File: config.mk
export PLATFORM = sky130hd
export DESIGN_NAME = vadc_sequencer
export DESIGN_NICKNAME = d
export VERILOG_FILES = /design/src/core/vadc_pkg.sv /design/src/core/vadc_sample_avg.sv /design/src/core/vadc_sequencer.sv
export SDC_FILE = /design/constraint.sdc
export NUM_CORES = 1
export LEC_CHECK = 0
export BUFFER_PORTS_ARGS = -buffer_cell sky130_fd_sc_hd__buf_2
export CORE_ASPECT_RATIO = 1.2
export CORE_MARGIN = 2
export CORE_UTILIZATION = 60
export DETAILED_ROUTE_END_ITERATION = 6
export PLACE_DENSITY = 0.79
export SLEW_MARGIN = 10
export SYNTH_ARGS = -nofsm -noshare
export SYNTH_HDL_FRONTEND = slang
export SYNTH_SLANG_ARGS = --single-unit
File: constraint.sdc
create_clock -name clk -period 3.2 [get_ports clk]
set_input_delay 0.64 -clock clk [delete_from_list [all_inputs] [get_ports clk]]
set_output_delay 0.64 -clock clk [all_outputs]
set_load 0.01 [all_outputs]
File: src/core/vadc_pkg.sv
/*
  Constants for the voltage converter sequencer: register offsets, reset values,
  field positions, channel codes, timing counts and the sequencer state type.
  Assumes a 40 MHz system clock.
*/
package vadc_pkg;

  // Register offsets.
  localparam logic [7:0] ADDR_PROC_READING = 8'h21;
  localparam logic [7:0] ADDR_SUPPLY_READING = 8'h22;
  localparam logic [7:0] ADDR_CONFIG_ONE = 8'h40;
  localparam logic [7:0] ADDR_PROC_LOW = 8'h46;
  localparam logic [7:0] ADDR_PROC_HIGH = 8'h47;
  localparam logic [7:0] ADDR_SUPPLY_LOW = 8'h48;
  localparam logic [7:0] ADDR_SUPPLY_HIGH = 8'h49;
  localparam logic [7:0] ADDR_CHAN_SELECT = 8'h55;
  localparam logic [7:0] ADDR_CONFIG_TWO = 8'h73;

  // Reset values.
  localparam logic [7:0] RST_READING = 8'h00;
  localparam logic [7:0] RST_LOW_LIMIT = 8'h00;
  localparam logic [7:0] RST_HIGH_LIMIT = 8'hFF;
  localparam logic [7:0] RST_CONFIG = 8'h00;
  localparam logic [7:0] RST_CHAN_SELECT = 8'h00;
  localparam logic [7:0] READ_UNMAPPED = 8'h00;

  // Field positions.
  localparam int CFG1_SUPPLY_5V_BIT = 7;
  localparam int CFG1_TIMEOUT_DIS_BIT = 6;
  localparam int CFG2_AVG_OFF_BIT = 4;
  localparam int CFG2_ATTEN_BYPASS_BIT = 5;
  localparam int CFG2_SINGLE_BIT = 6;
  localparam int CHAN_SEL_HI = 7;
  localparam int CHAN_SEL_LO = 5;

  // Converter geometry.
  localparam int ADC_BITS = 10;
  localparam int AVG_COUNT = 16;

  // Channel codes.
  localparam logic [2:0] CH_PROC = 3'h1;
  localparam logic [2:0] CH_SUPPLY = 3'h2;
  localparam logic [2:0] CH_REMOTE_ONE = 3'h5;
  localparam logic [2:0] CH_LOCAL_TEMP = 3'h6;
  localparam logic [2:0] CH_REMOTE_TWO = 3'h7;

  // Timing.
  localparam int CLK_PERIOD_PS = 25000;
  localparam int CONV_TIME_PS = 700000000;
  localparam int CONV_CYCLES_DEF = (CONV_TIME_PS + CLK_PERIOD_PS - 1) / CLK_PERIOD_PS;

  typedef enum logic [1:0] {
    SEQ_IDLE = 2'b00,
    SEQ_START = 2'b01,
    SEQ_CONV = 2'b10
  } vadc_state_type;

endpackage

File: src/core/vadc_sample_avg.sv
/*
  Sample averager: sums a fixed power-of-two count of converter samples and
  emits their mean, or passes each sample straight through when bypassed.
  Assumes samples arrive as one-cycle strobes on the same clock.
*/
module vadc_sample_avg #(
  parameter int DATA_W = 10,
  parameter int COUNT = 16
) (
  // Clock and reset.
  input wire logic clk,
  input wire logic rstn,
  // Control.
  input wire logic clear,
  input wire logic bypass,
  // Samples in.
  input wire logic sampleValid,
  input wire logic [DATA_W-1:0] sampleData,
  // Result out.
  output logic resultValid,
  output logic [DATA_W-1:0] resultData
);

  localparam int CNT_W = $clog2(COUNT);
  localparam int SUM_W = DATA_W + CNT_W;
  localparam logic [CNT_W-1:0] CNT_LAST = CNT_W'(COUNT - 1);

  if (COUNT < 2 || (COUNT & (COUNT - 1)) != 0) begin : g_bad_count
    $error("vadc_sample_avg: COUNT must be a power of two of at least 2");
  end

  logic [SUM_W-1:0] sum_reg, sum_next;
  logic [CNT_W-1:0] cnt_reg, cnt_next;
  logic valid_reg, valid_next;
  logic [DATA_W-1:0] data_reg, data_next;
  logic [SUM_W-1:0] sumAdd;

  always_comb begin
    sumAdd = sum_reg + SUM_W'(sampleData);
    sum_next = sum_reg;
    cnt_next = cnt_reg;
    valid_next = 1'b0;
    data_next = data_reg;
    if (clear) begin
      sum_next = '0;
      cnt_next = '0;
    end else if (sampleValid) begin
      if (bypass) begin
        // One conversion per result when averaging is off.
        valid_next = 1'b1;
        data_next = sampleData;
        sum_next = '0;
        cnt_next = '0;
      end else if (cnt_reg == CNT_LAST) begin
        // The mean of full-range codes can never pass the top code.
        valid_next = 1'b1;
        data_next = sumAdd[SUM_W-1:CNT_W];
        sum_next = '0;
        cnt_next = '0;
      end else begin
        sum_next = sumAdd;
        cnt_next = cnt_reg + 1'b1;
      end
    end
  end

  always_ff @(posedge clk or negedge rstn) begin
    if (!rstn) begin
      sum_reg <= '0;
      cnt_reg <= '0;
      valid_reg <= 1'b0;
      data_reg <= '0;
    end else begin
      sum_reg <= sum_next;
      cnt_reg <= cnt_next;
      valid_reg <= valid_next;
      data_reg <= data_next;
    end
  end

  assign resultValid = valid_reg;
  assign resultData = data_reg;

endmodule // vadc_sample_avg

File: src/core/vadc_sequencer.sv
/*
  Voltage converter sequencer: paces the shared converter, averages results,
  holds readings and limits, compares against limits and raises alert requests.
  Assumes the converter macro and the bus engine run on clk; the bus engine
  keeps the register pointer and presents one access per cycle.
*/
// Notes on behaviour
// - All inputs share one 10-bit converter with a 0 to 2.25 V basic span.
// - Nominal rail voltage gives code 768, leaving headroom above it.
// - Codes saturate at 1023 and 0; quarter and half scale are 256 and 512.
// - Processor and supply reading registers reset to zero.
// - A reading above its high or below its low limit sets its status bit.
// - A limit violation on either channel can raise the alert request.
// - Low limits reset to 0x00 and high limits to 0xFF.
// - One conversion takes 0.7 ms; sixteen averaged give about 11 ms.
// - Sixteen readings are averaged before a value register is written.
// - Bit 4 of config two turns averaging off, one conversion per result.
// - Bit 5 of config two bypasses the processor rail attenuator.
// - Bit 6 of config two converts one selected channel repeatedly.
// - In single-channel mode the selected input converts every 0.7 ms.
// - Bits 7 to 5 of register 0x55 pick the single-channel input.
// - Bit 7 of config one rescales the supply channel for 5 V.
module vadc_sequencer
  import vadc_pkg::*;
#(
  parameter int CONV_CYCLES = CONV_CYCLES_DEF
) (
  // Clock and reset.
  input wire logic clk,
  input wire logic rstn,
  // Register access from the bus engine.
  input wire logic [7:0] regAddr,
  input wire logic [7:0] regWrData,
  input wire logic regWrEn,
  output logic [7:0] regRdData,
  // Converter macro.
  output logic adcStart,
  output logic [2:0] adcChannel,
  output logic adcAttenBypass,
  output logic adcSupplyScale,
  input wire logic adcDone,
  input wire logic [ADC_BITS-1:0] adcResult,
  // Status.
  output logic procLimitStatus,
  output logic supplyLimitStatus,
  output logic alertRequest,
  output logic busTimeoutDisable
);

  localparam int TMR_W = $clog2(CONV_CYCLES + 1);
  localparam logic [TMR_W-1:0] TMR_LOAD = TMR_W'(CONV_CYCLES - 2);

  if (CONV_CYCLES < 4) begin : g_bad_conv
    $error("vadc_sequencer: CONV_CYCLES must be at least 4");
  end

  // Register file.
  logic [7:0] procReading_reg, procReading_next;
  logic [7:0] supplyReading_reg, supplyReading_next;
  logic [7:0] cfgOne_reg, cfgOne_next;
  logic [7:0] cfgTwo_reg, cfgTwo_next;
  logic [7:0] chanSel_reg, chanSel_next;
  logic [7:0] procLow_reg, procLow_next;
  logic [7:0] procHigh_reg, procHigh_next;
  logic [7:0] supplyLow_reg, supplyLow_next;
  logic [7:0] supplyHigh_reg, supplyHigh_next;
  logic [7:0] rdData_reg, rdData_next;
  logic procStat_reg, procStat_next;
  logic supplyStat_reg, supplyStat_next;
  logic alert_reg, alert_next;

  // Sequencer.
  vadc_state_type state_reg, state_next;
  logic [TMR_W-1:0] timer_reg, timer_next;
  logic start_reg, start_next;
  logic doneSeen_reg, doneSeen_next;
  logic [2:0] measChan_reg, measChan_next;
  logic [2:0] rrChan_reg, rrChan_next;

  logic singleMode;
  logic [2:0] wantChan;
  logic sampleValid;
  logic avgClear;
  logic avgValid;
  logic [ADC_BITS-1:0] avgData;
  logic [7:0] resultByte;

  assign singleMode = cfgTwo_reg[CFG2_SINGLE_BIT];
  assign wantChan = singleMode ? chanSel_reg[CHAN_SEL_HI:CHAN_SEL_LO] : rrChan_reg;
  assign resultByte = avgData[ADC_BITS-1:ADC_BITS-8];

  // Conversion pacing.
  always_comb begin
    state_next = state_reg;
    timer_next = timer_reg;
    start_next = 1'b0;
    doneSeen_next = doneSeen_reg | adcDone;
    measChan_next = measChan_reg;
    sampleValid = 1'b0;
    avgClear = 1'b0;
    unique case (state_reg)
      SEQ_IDLE: begin
        state_next = SEQ_START;
      end
      SEQ_START: begin
        // A channel switch discards any partly built average.
        avgClear = (wantChan != measChan_reg);
        measChan_next = wantChan;
        start_next = 1'b1;
        doneSeen_next = 1'b0;
        timer_next = TMR_LOAD;
        state_next = SEQ_CONV;
      end
      SEQ_CONV: begin
        if (timer_reg != '0) begin
          timer_next = timer_reg - 1'b1;
        end else if (doneSeen_reg || adcDone) begin
          // Temperature codes convert but are stored elsewhere.
          sampleValid = (measChan_reg == CH_PROC) || (measChan_reg == CH_SUPPLY);
          state_next = SEQ_START;
        end
      end
      default: begin
        state_next = SEQ_IDLE;
      end
    endcase
  end

  vadc_sample_avg #(
    .DATA_W(ADC_BITS),
    .COUNT(AVG_COUNT)
  ) u_avg (
    .clk(clk),
    .rstn(rstn),
    .clear(avgClear),
    .bypass(cfgTwo_reg[CFG2_AVG_OFF_BIT]),
    .sampleValid(sampleValid),
    .sampleData(adcResult),
    .resultValid(avgValid),
    .resultData(avgData)
  );

  // Registers, limit checks and readback.
  always_comb begin
    procReading_next = procReading_reg;
    supplyReading_next = supplyReading_reg;
    cfgOne_next = cfgOne_reg;
    cfgTwo_next = cfgTwo_reg;
    chanSel_next = chanSel_reg;
    procLow_next = procLow_reg;
    procHigh_next = procHigh_reg;
    supplyLow_next = supplyLow_reg;
    supplyHigh_next = supplyHigh_reg;
    procStat_next = procStat_reg;
    supplyStat_next = supplyStat_reg;
    rrChan_next = rrChan_reg;
    if (regWrEn) begin
      unique case (regAddr)
        ADDR_CONFIG_ONE: cfgOne_next = regWrData;
        ADDR_CONFIG_TWO: cfgTwo_next = regWrData;
        ADDR_CHAN_SELECT: chanSel_next = regWrData;
        ADDR_PROC_LOW: procLow_next = regWrData;
        ADDR_PROC_HIGH: procHigh_next = regWrData;
        ADDR_SUPPLY_LOW: supplyLow_next = regWrData;
        ADDR_SUPPLY_HIGH: supplyHigh_next = regWrData;
        default: begin
        end
      endcase
    end
    if (avgValid) begin
      if (measChan_reg == CH_PROC) begin
        procReading_next = resultByte;
        procStat_next = (resultByte > procHigh_reg) || (resultByte < procLow_reg);
      end else begin
        supplyReading_next = resultByte;
        supplyStat_next = (resultByte > supplyHigh_reg) || (resultByte < supplyLow_reg);
      end
      rrChan_next = (rrChan_reg == CH_PROC) ? CH_SUPPLY : CH_PROC;
    end
    // Alert follows the status, so it drops once the condition is gone.
    alert_next = procStat_next | supplyStat_next;
    unique case (regAddr)
      ADDR_PROC_READING: rdData_next = procReading_reg;
      ADDR_SUPPLY_READING: rdData_next = supplyReading_reg;
      ADDR_CONFIG_ONE: rdData_next = cfgOne_reg;
      ADDR_CONFIG_TWO: rdData_next = cfgTwo_reg;
      ADDR_CHAN_SELECT: rdData_next = chanSel_reg;
      ADDR_PROC_LOW: rdData_next = procLow_reg;
      ADDR_PROC_HIGH: rdData_next = procHigh_reg;
      ADDR_SUPPLY_LOW: rdData_next = supplyLow_reg;
      ADDR_SUPPLY_HIGH: rdData_next = supplyHigh_reg;
      default: rdData_next = READ_UNMAPPED;
    endcase
  end

  always_ff @(posedge clk or negedge rstn) begin
    if (!rstn) begin
      procReading_reg <= RST_READING;
      supplyReading_reg <= RST_READING;
      cfgOne_reg <= RST_CONFIG;
      cfgTwo_reg <= RST_CONFIG;
      chanSel_reg <= RST_CHAN_SELECT;
      procLow_reg <= RST_LOW_LIMIT;
      procHigh_reg <= RST_HIGH_LIMIT;
      supplyLow_reg <= RST_LOW_LIMIT;
      supplyHigh_reg <= RST_HIGH_LIMIT;
      rdData_reg <= READ_UNMAPPED;
      procStat_reg <= 1'b0;
      supplyStat_reg <= 1'b0;
      alert_reg <= 1'b0;
      state_reg <= SEQ_IDLE;
      timer_reg <= '0;
      start_reg <= 1'b0;
      doneSeen_reg <= 1'b0;
      measChan_reg <= CH_PROC;
      rrChan_reg <= CH_PROC;
    end else begin
      procReading_reg <= procReading_next;
      supplyReading_reg <= supplyReading_next;
      cfgOne_reg <= cfgOne_next;
      cfgTwo_reg <= cfgTwo_next;
      chanSel_reg <= chanSel_next;
      procLow_reg <= procLow_next;
      procHigh_reg <= procHigh_next;
      supplyLow_reg <= supplyLow_next;
      supplyHigh_reg <= supplyHigh_next;
      rdData_reg <= rdData_next;
      procStat_reg <= procStat_next;
      supplyStat_reg <= supplyStat_next;
      alert_reg <= alert_next;
      state_reg <= state_next;
      timer_reg <= timer_next;
      start_reg <= start_next;
      doneSeen_reg <= doneSeen_next;
      measChan_reg <= measChan_next;
      rrChan_reg <= rrChan_next;
    end
  end

  assign regRdData = rdData_reg;
  assign adcStart = start_reg;
  assign adcChannel = measChan_reg;
  // Scaling for 768 at nominal rail lives in the analog front end.
  assign adcAttenBypass = cfgTwo_reg[CFG2_ATTEN_BYPASS_BIT];
  assign adcSupplyScale = cfgOne_reg[CFG1_SUPPLY_5V_BIT];
  assign busTimeoutDisable = cfgOne_reg[CFG1_TIMEOUT_DIS_BIT];
  assign procLimitStatus = procStat_reg;
  assign supplyLimitStatus = supplyStat_reg;
  assign alertRequest = alert_reg;

  // Checking helpers: cycles since the last start.
  logic [31:0] gapCount_reg;
  always_ff @(posedge clk or negedge rstn) begin
    if (!rstn) begin
      gapCount_reg <= 32'hFFFF_FFFF;
    end else if (start_reg) begin
      gapCount_reg <= 32'h0000_0001;
    end else if (gapCount_reg != 32'hFFFF_FFFF) begin
      gapCount_reg <= gapCount_reg + 32'h0000_0001;
    end
  end

  start_pulse_a: assert property (@(posedge clk) disable iff (!rstn)
    adcStart |=> !adcStart)
    else $error("converter start lasted more than one cycle");

  conv_spacing_a: assert property (@(posedge clk) disable iff (!rstn)
    adcStart |-> gapCount_reg >= 32'(CONV_CYCLES))
    else $error("converter started sooner than one conversion time");

  single_chan_a: assert property (@(posedge clk) disable iff (!rstn)
    (state_reg == SEQ_START && singleMode) |=> adcChannel == $past(chanSel_reg[7:5]))
    else $error("single mode converted a channel other than the selected one");

  bypass_fast_a: assert property (@(posedge clk) disable iff (!rstn)
    (sampleValid && !avgClear && cfgTwo_reg[CFG2_AVG_OFF_BIT]) |=> avgValid)
    else $error("averaging off did not give a result per conversion");

  proc_store_a: assert property (@(posedge clk) disable iff (!rstn)
    (avgValid && measChan_reg == CH_PROC) |=> procReading_reg == $past(avgData[9:2]))
    else $error("processor reading did not take the result's upper byte");

  supply_store_a: assert property (@(posedge clk) disable iff (!rstn)
    (avgValid && measChan_reg == CH_SUPPLY) |=> supplyReading_reg == $past(avgData[9:2]))
    else $error("supply reading did not take the result's upper byte");

  proc_status_a: assert property (@(posedge clk) disable iff (!rstn)
    (avgValid && measChan_reg == CH_PROC) |=>
      procLimitStatus == (($past(resultByte) > $past(procHigh_reg)) ||
                          ($past(resultByte) < $past(procLow_reg))))
    else $error("processor status does not match the limit comparison");

  status_update_a: assert property (@(posedge clk) disable iff (!rstn)
    (avgValid && measChan_reg == CH_SUPPLY) |=>
      supplyLimitStatus == (($past(resultByte) > $past(supplyHigh_reg)) ||
                            ($past(resultByte) < $past(supplyLow_reg))))
    else $error("supply status does not match the limit comparison");

  alert_level_a: assert property (@(posedge clk) disable iff (!rstn)
    alertRequest == (procLimitStatus || supplyLimitStatus))
    else $error("alert request disagrees with limit status");

  read_back_a: assert property (@(posedge clk) disable iff (!rstn)
    (regAddr == ADDR_PROC_READING) |=> regRdData == $past(procReading_reg))
    else $error("processor reading readback wrong");

endmodule // vadc_sequencer

Word-level counts from Yosys, hierarchy flattened
Cells that the tools add are included.

operators by class
  magnitude comparators = 4
  bitwise logic cells = 4
  reduce and logical (&&, ||, !) cells = 21
  add/sub/neg operators = 3
  muxes and demuxes = 32
  equal/unequal tests = 19

operators with widths
  cell                     count
  $pmux W8 S9              1
  $eq A8 B7 Y1 const B     7
  $mux W14                 4
  $pmux W15 S2             1
  $reduce_and A2 Y1        11
  $mux W10                 2
  $eq A8 B6 Y1 const B     2
  $gt A8 B8 Y1             2
  $lt A8 B8 Y1             2
  $mux W4                  4
  $mux W15                 1
  $reduce_bool A15 Y1      1
  $sub A15 B1 Y15 const B  1
  $add A14 B10 Y14         1
  $mux W1                  14
  $eq A3 B1 Y1 const B     2
  $mux W2                  3
  $ne A2 B2 Y1 const B     3
  $pmux W2 S3              1
  $reduce_bool A2 Y1       3
  $add A4 B1 Y4 const B    1
  $eq A4 B4 Y1 const B     1
  $logic_or A1 B1 Y1       4
  $eq A3 B2 Y1 const B     1
  other kinds (8)          10

word-level totals
  register bits after elaboration = 137
  word-level logic and storage cells = 106
  output and inout bits = 18

Logic depth before layout (Yosys ltp)
  word-level depth = 7
  mapped depth = 10
  gate-level depth less buffers = 9

Cells and area by module
From an unflattened synthesis, not the netlist that was laid out.

second synthesis, totals
  cells, all modules = 735
  area, all modules = 7644.8 um^2

by module, submodules not included
  module           instances  seq. area each (um^2)  area each (um^2)  cells each
  vadc_sequencer   1          2700.1                 5794.3            538
  vadc_sample_avg  1          725.7                  1850.5            197

Least setup slack after synthesis
No wires, ideal clock.

  path kind = register -> register
  from = register timer_reg[9]
  to = register u_avg.data_reg[3], in the netlist u_avg.resultData[3]
  data required time = 3.081 ns
  path buffers = 1
  cell stages (with the launch flop) = 8
  slack = 0.678 ns
  arrival time = 2.403 ns
  cells stage by stage = dfrtp_1 or4_4 or4_4 or4_4 and3b_1 buf_6 o211ai_1 o21a_1

on the way
  word-level cells in the longest chain between the ends = 4

RTL lines
  item                                RTL line               source
  start, declared                     vadc_sequencer.sv:74   logic [TMR_W-1:0] timer_reg, timer_next;
  start signal, assigned              vadc_sequencer.sv:232  timer_reg <= timer_next;
  $reduce_bool A15 Y1                 vadc_sequencer.sv:115  if (timer_reg != '0) begin
  $mux W1                             vadc_sequencer.sv:115
  $mux W1                             vadc_sequencer.sv:101  unique case (state_reg)
  $reduce_and A3 Y1 (no source line)  n/a
  end signal, assigned                vadc_sample_avg.sv:77  data_reg <= data_next;
  end, declared                       vadc_sample_avg.sv:35  logic [DATA_W-1:0] data_reg, data_next;

Every way passes these cells.
A chain may end at the register's enable or synchronous reset.

Worst setup path after layout
  from = register timer_reg[8]
  to = register u_avg.data_reg[3], in the netlist u_avg.resultData[3]

Same word-level chain as after synthesis.

==> qor.csv <==
stage,metric,value,unit
synthesis,post-synth top area share,40.4,%
worst_setup_path,CP arrival,3.00,ns
clocking,H-tree depth,4,
synthesis,Synth cell types,60,
global_route,first-pass GRT wire length,28.9,mm
detailed_routing,ANT nets after route,0,
power,Sw Pwr,0.943,mW
detailed_routing,initial DRC count,420,
finish,share of cells above drive strength 1,24.5,%
sta,RSZ-0062 raised after global routing,false,
clocking,Sink Count,134,
finish,"Core Util, Final",71.3,%
worst_hold_path,min-delay worst type,in2async,
synthesis,"EDFF count, synth",0,
clocking,"Reg clk slew, reported paths",0.06,ns
outcome,run status,"finished, final reports clean",
synthesis,synth cell count leaders,"dfrtp_1 (116), mux2_2 (72), nand2_1 (64)",
floorplan,Die Y,124,um
global_route,largest net degree at the start of global routing,73,
clocking,postcts setup bufs,0,
detailed_routing,Via Count,5722,
detailed_routing,wire per inst,18.9,um
sta,Setup Skew,0.00862,ns
sta,final setup margin,0.511,ns
worst_setup_path,critical path's slowest cell,or4_4,
power,Comb power frac,7.2,%
synthesis,Syn Inst Count,689,
floorplan,Starting Density,61.8,%
finish,Layout Cells excl Fill,916,
clocking,Post-CTS Hold Buffers,0,
floorplan,Core ar.,0.0116,mm^2
placement,Placed Area,0.00763,mm^2
finish,Area Overhead vs Synth,15.4,%
synthesis,Yosys top cell by area,dfrtp_1,
power,Sw Share,22.1,%
clocking,PostCTS Resize Cnt,0,
synthesis,average size of a mapped cell,10.4,um^2
detailed_routing,total wire length,17.3,mm
power,clock network fraction of total power,51.0,%
power,leak pwr,3.92,nW
sta,Pins Over Slew Limit,0,
worst_setup_path,"reg-to-reg slack, setup",0.51,ns
worst_setup_path,crit path buf inv count,0,
worst_setup_path,Top Family by Delay on Critical Path,simple AND/OR/NAND/NOR gates,
clocking,clock tree buffer depth,2,
synthesis,syn_nets,763,
sta,final hold slack,0.226,ns
worst_setup_path,WS Path Type,reg2reg,
sta,min cycle time layout,2.69,ns
clocking,TritonCTS clock tree,done,
worst_setup_path,"Req. time, crit path",3.51,ns
clocking,CTS Buf Count,17,
global_route,GR Overflow Total,0,
finish,# diodes,0,
synthesis,Area contributors post-synth,"dfrtp_1 (40%), mux2_2 (11%), ha_1 (7.5%)",
detailed_routing,DRC Markers,0,
job,Max Cap Violations,0,
synthesis,synthesized flop and latch total,134,
power,Pwr Total,4.27,mW
sta,Max-slew headroom,50.3,%
sta,# setup viols final,0,
placement,I/O Buffers,47,
detailed_routing,vias per inst,6.25,
placement,Inst Count DP,884,
synthesis,most instantiated library cell after synthesis,dfrtp_1,
placement,DP HPWL,12.3,mm
finish,Seq. cell area,0.00338,mm^2
sta,final hold violation count,0,
global_route,All-Layer GR Usage,28.9,%
sta,Setup TNS,0,ns
finish,Final Cell Area,0.00829,mm^2
floorplan,IO Pins,48,
worst_setup_path,critical path's most frequent cell,or4_4,
global_route,vias in the first global route,5852,
worst_setup_path,worst-path cell chain,or4_4 -> or4_4 -> or4_4 -> and3b_1 -> o211ai_1 -> o21a_1,
sta,final period utilization,84.0,%
worst_setup_path,crit-path max cell delay,0.54,ns
synthesis,Main synth FF type,dfrtp_1,
placement,placer congestion estimate,0.941,
clocking,clock latency at the later pin of the worst-skew pair,0.43,ns
sta,Fmax,372,MHz
floorplan,Die X,104,um
sta,worst-margin pin slew,0.744,ns
worst_setup_path,critical path endpoint category,register,
synthesis,total of warnings raised by yosys,0,
finish,Multi-input gate area,0.00355,mm^2
power,Internal Pwr Total,3.33,mW
floorplan,Site Rows,43,
finish,Fillers,840,
power,Pwr per Cell Area,516,mW/mm^2
power,peak supply drop,0.295,mV
finish,max reg flops,15,
synthesis,fraction of registers with async set/reset,100,%
synthesis,synthesized cell area,0.00719,mm^2
floorplan,area of the die,0.0129,mm^2
synthesis,register area share after synthesis,47.0,%
global_route,initial antenna violation count,0,
power,Sequential Power Share,41.8,%
placement,pre-CTS setup slack,0.516,ns
worst_setup_path,"Max FO, Critical Path",7,
worst_setup_path,crit path launch type,register,
finish,Layout Nets,820,
clocking,Root Buffer Master,clkbuf_16,
detailed_routing,1st-pass router iterations,7,
## power by group through the flow
stage / clock (mW) / sequential, mW / combinational, mW
2_1_floorplan: 0 / 1.80 / 0.186
3_3_place_gp: 0 / 1.81 / 0.289
3_5_place_dp: 0 / 1.81 / 0.302
4_1_cts: 2.20 / 1.78 / 0.307
5_1_grt: 2.28 / 1.79 / 0.347
6_report: 2.18 / 1.79 / 0.309
## worst paths after layout
kind,from,end,cells after the start
max,timer_reg[8],u_avg.resultData[3],6
max reg2reg,timer_reg[8],u_avg.resultData[3],6
max in group asynchronous,rstn,rrChan_reg[0],2
min in group clk,u_avg.cnt_reg[3],u_avg.cnt_reg[3],1
min,rstn,supplyLow_reg[2],1
min reg2reg,u_avg.cnt_reg[3],u_avg.cnt_reg[3],1
## layout make-up
type,instances,area share (%)
Tap cell,157,2.37
Sequential cell,134,40.7
Inverter,46,2.08
Clock buffer,23,5.89
Timing Repair Buffer,58,4.06
Multi-Input combinational cell,489,42.8
Clock inverter,9,2.05
## worst register-to-register path, delay by kind of cell (launching register included)
family / cells / cell delay (ns)
AO/OA/AOI/OAI: 2 / 0.26
flip-flops: 1 / 0.41
AND/OR/NAND/NOR: 4 / 1.91
## routing by layer
layer	routed length [um]	vias up	part of all wire [%]	track usage [%]
met5	0	-	0	0
met1	6590	2823	38	32.7
met4	722	0	4.2	16.0
met3	847	57	4.9	5.81
li1	-	2612	-	-
met2	9140	230	53	51.8
## cell families after synthesis
family | count (synthesis) | share of synthesized area [%]
flops | 134 | 47.0
fa+ha+maj | 44 | 7.76
compound gates | 137 | 12.5
simple gates | 208 | 14.3
mux | 79 | 12.3
buf+inv | 66 | 3.62
xor+xnor | 21 | 2.56
## layout by cell type, fill, tap and decap left out, types with 14 or more instances in the layout
master / instances
a21oi_1: 27
buf_2: 46
clkbuf_16: 17
dfrtp_1: 116
dfstp_2: 18
ha_1: 43
inv_1: 44
mux2_2: 72
nand2_1: 64
nand3_1: 30
nor2_1: 41
nor3_1: 19
o21ai_0: 41
xnor2_1: 14
Note: power is estimated with default switching activity, not from simulation.
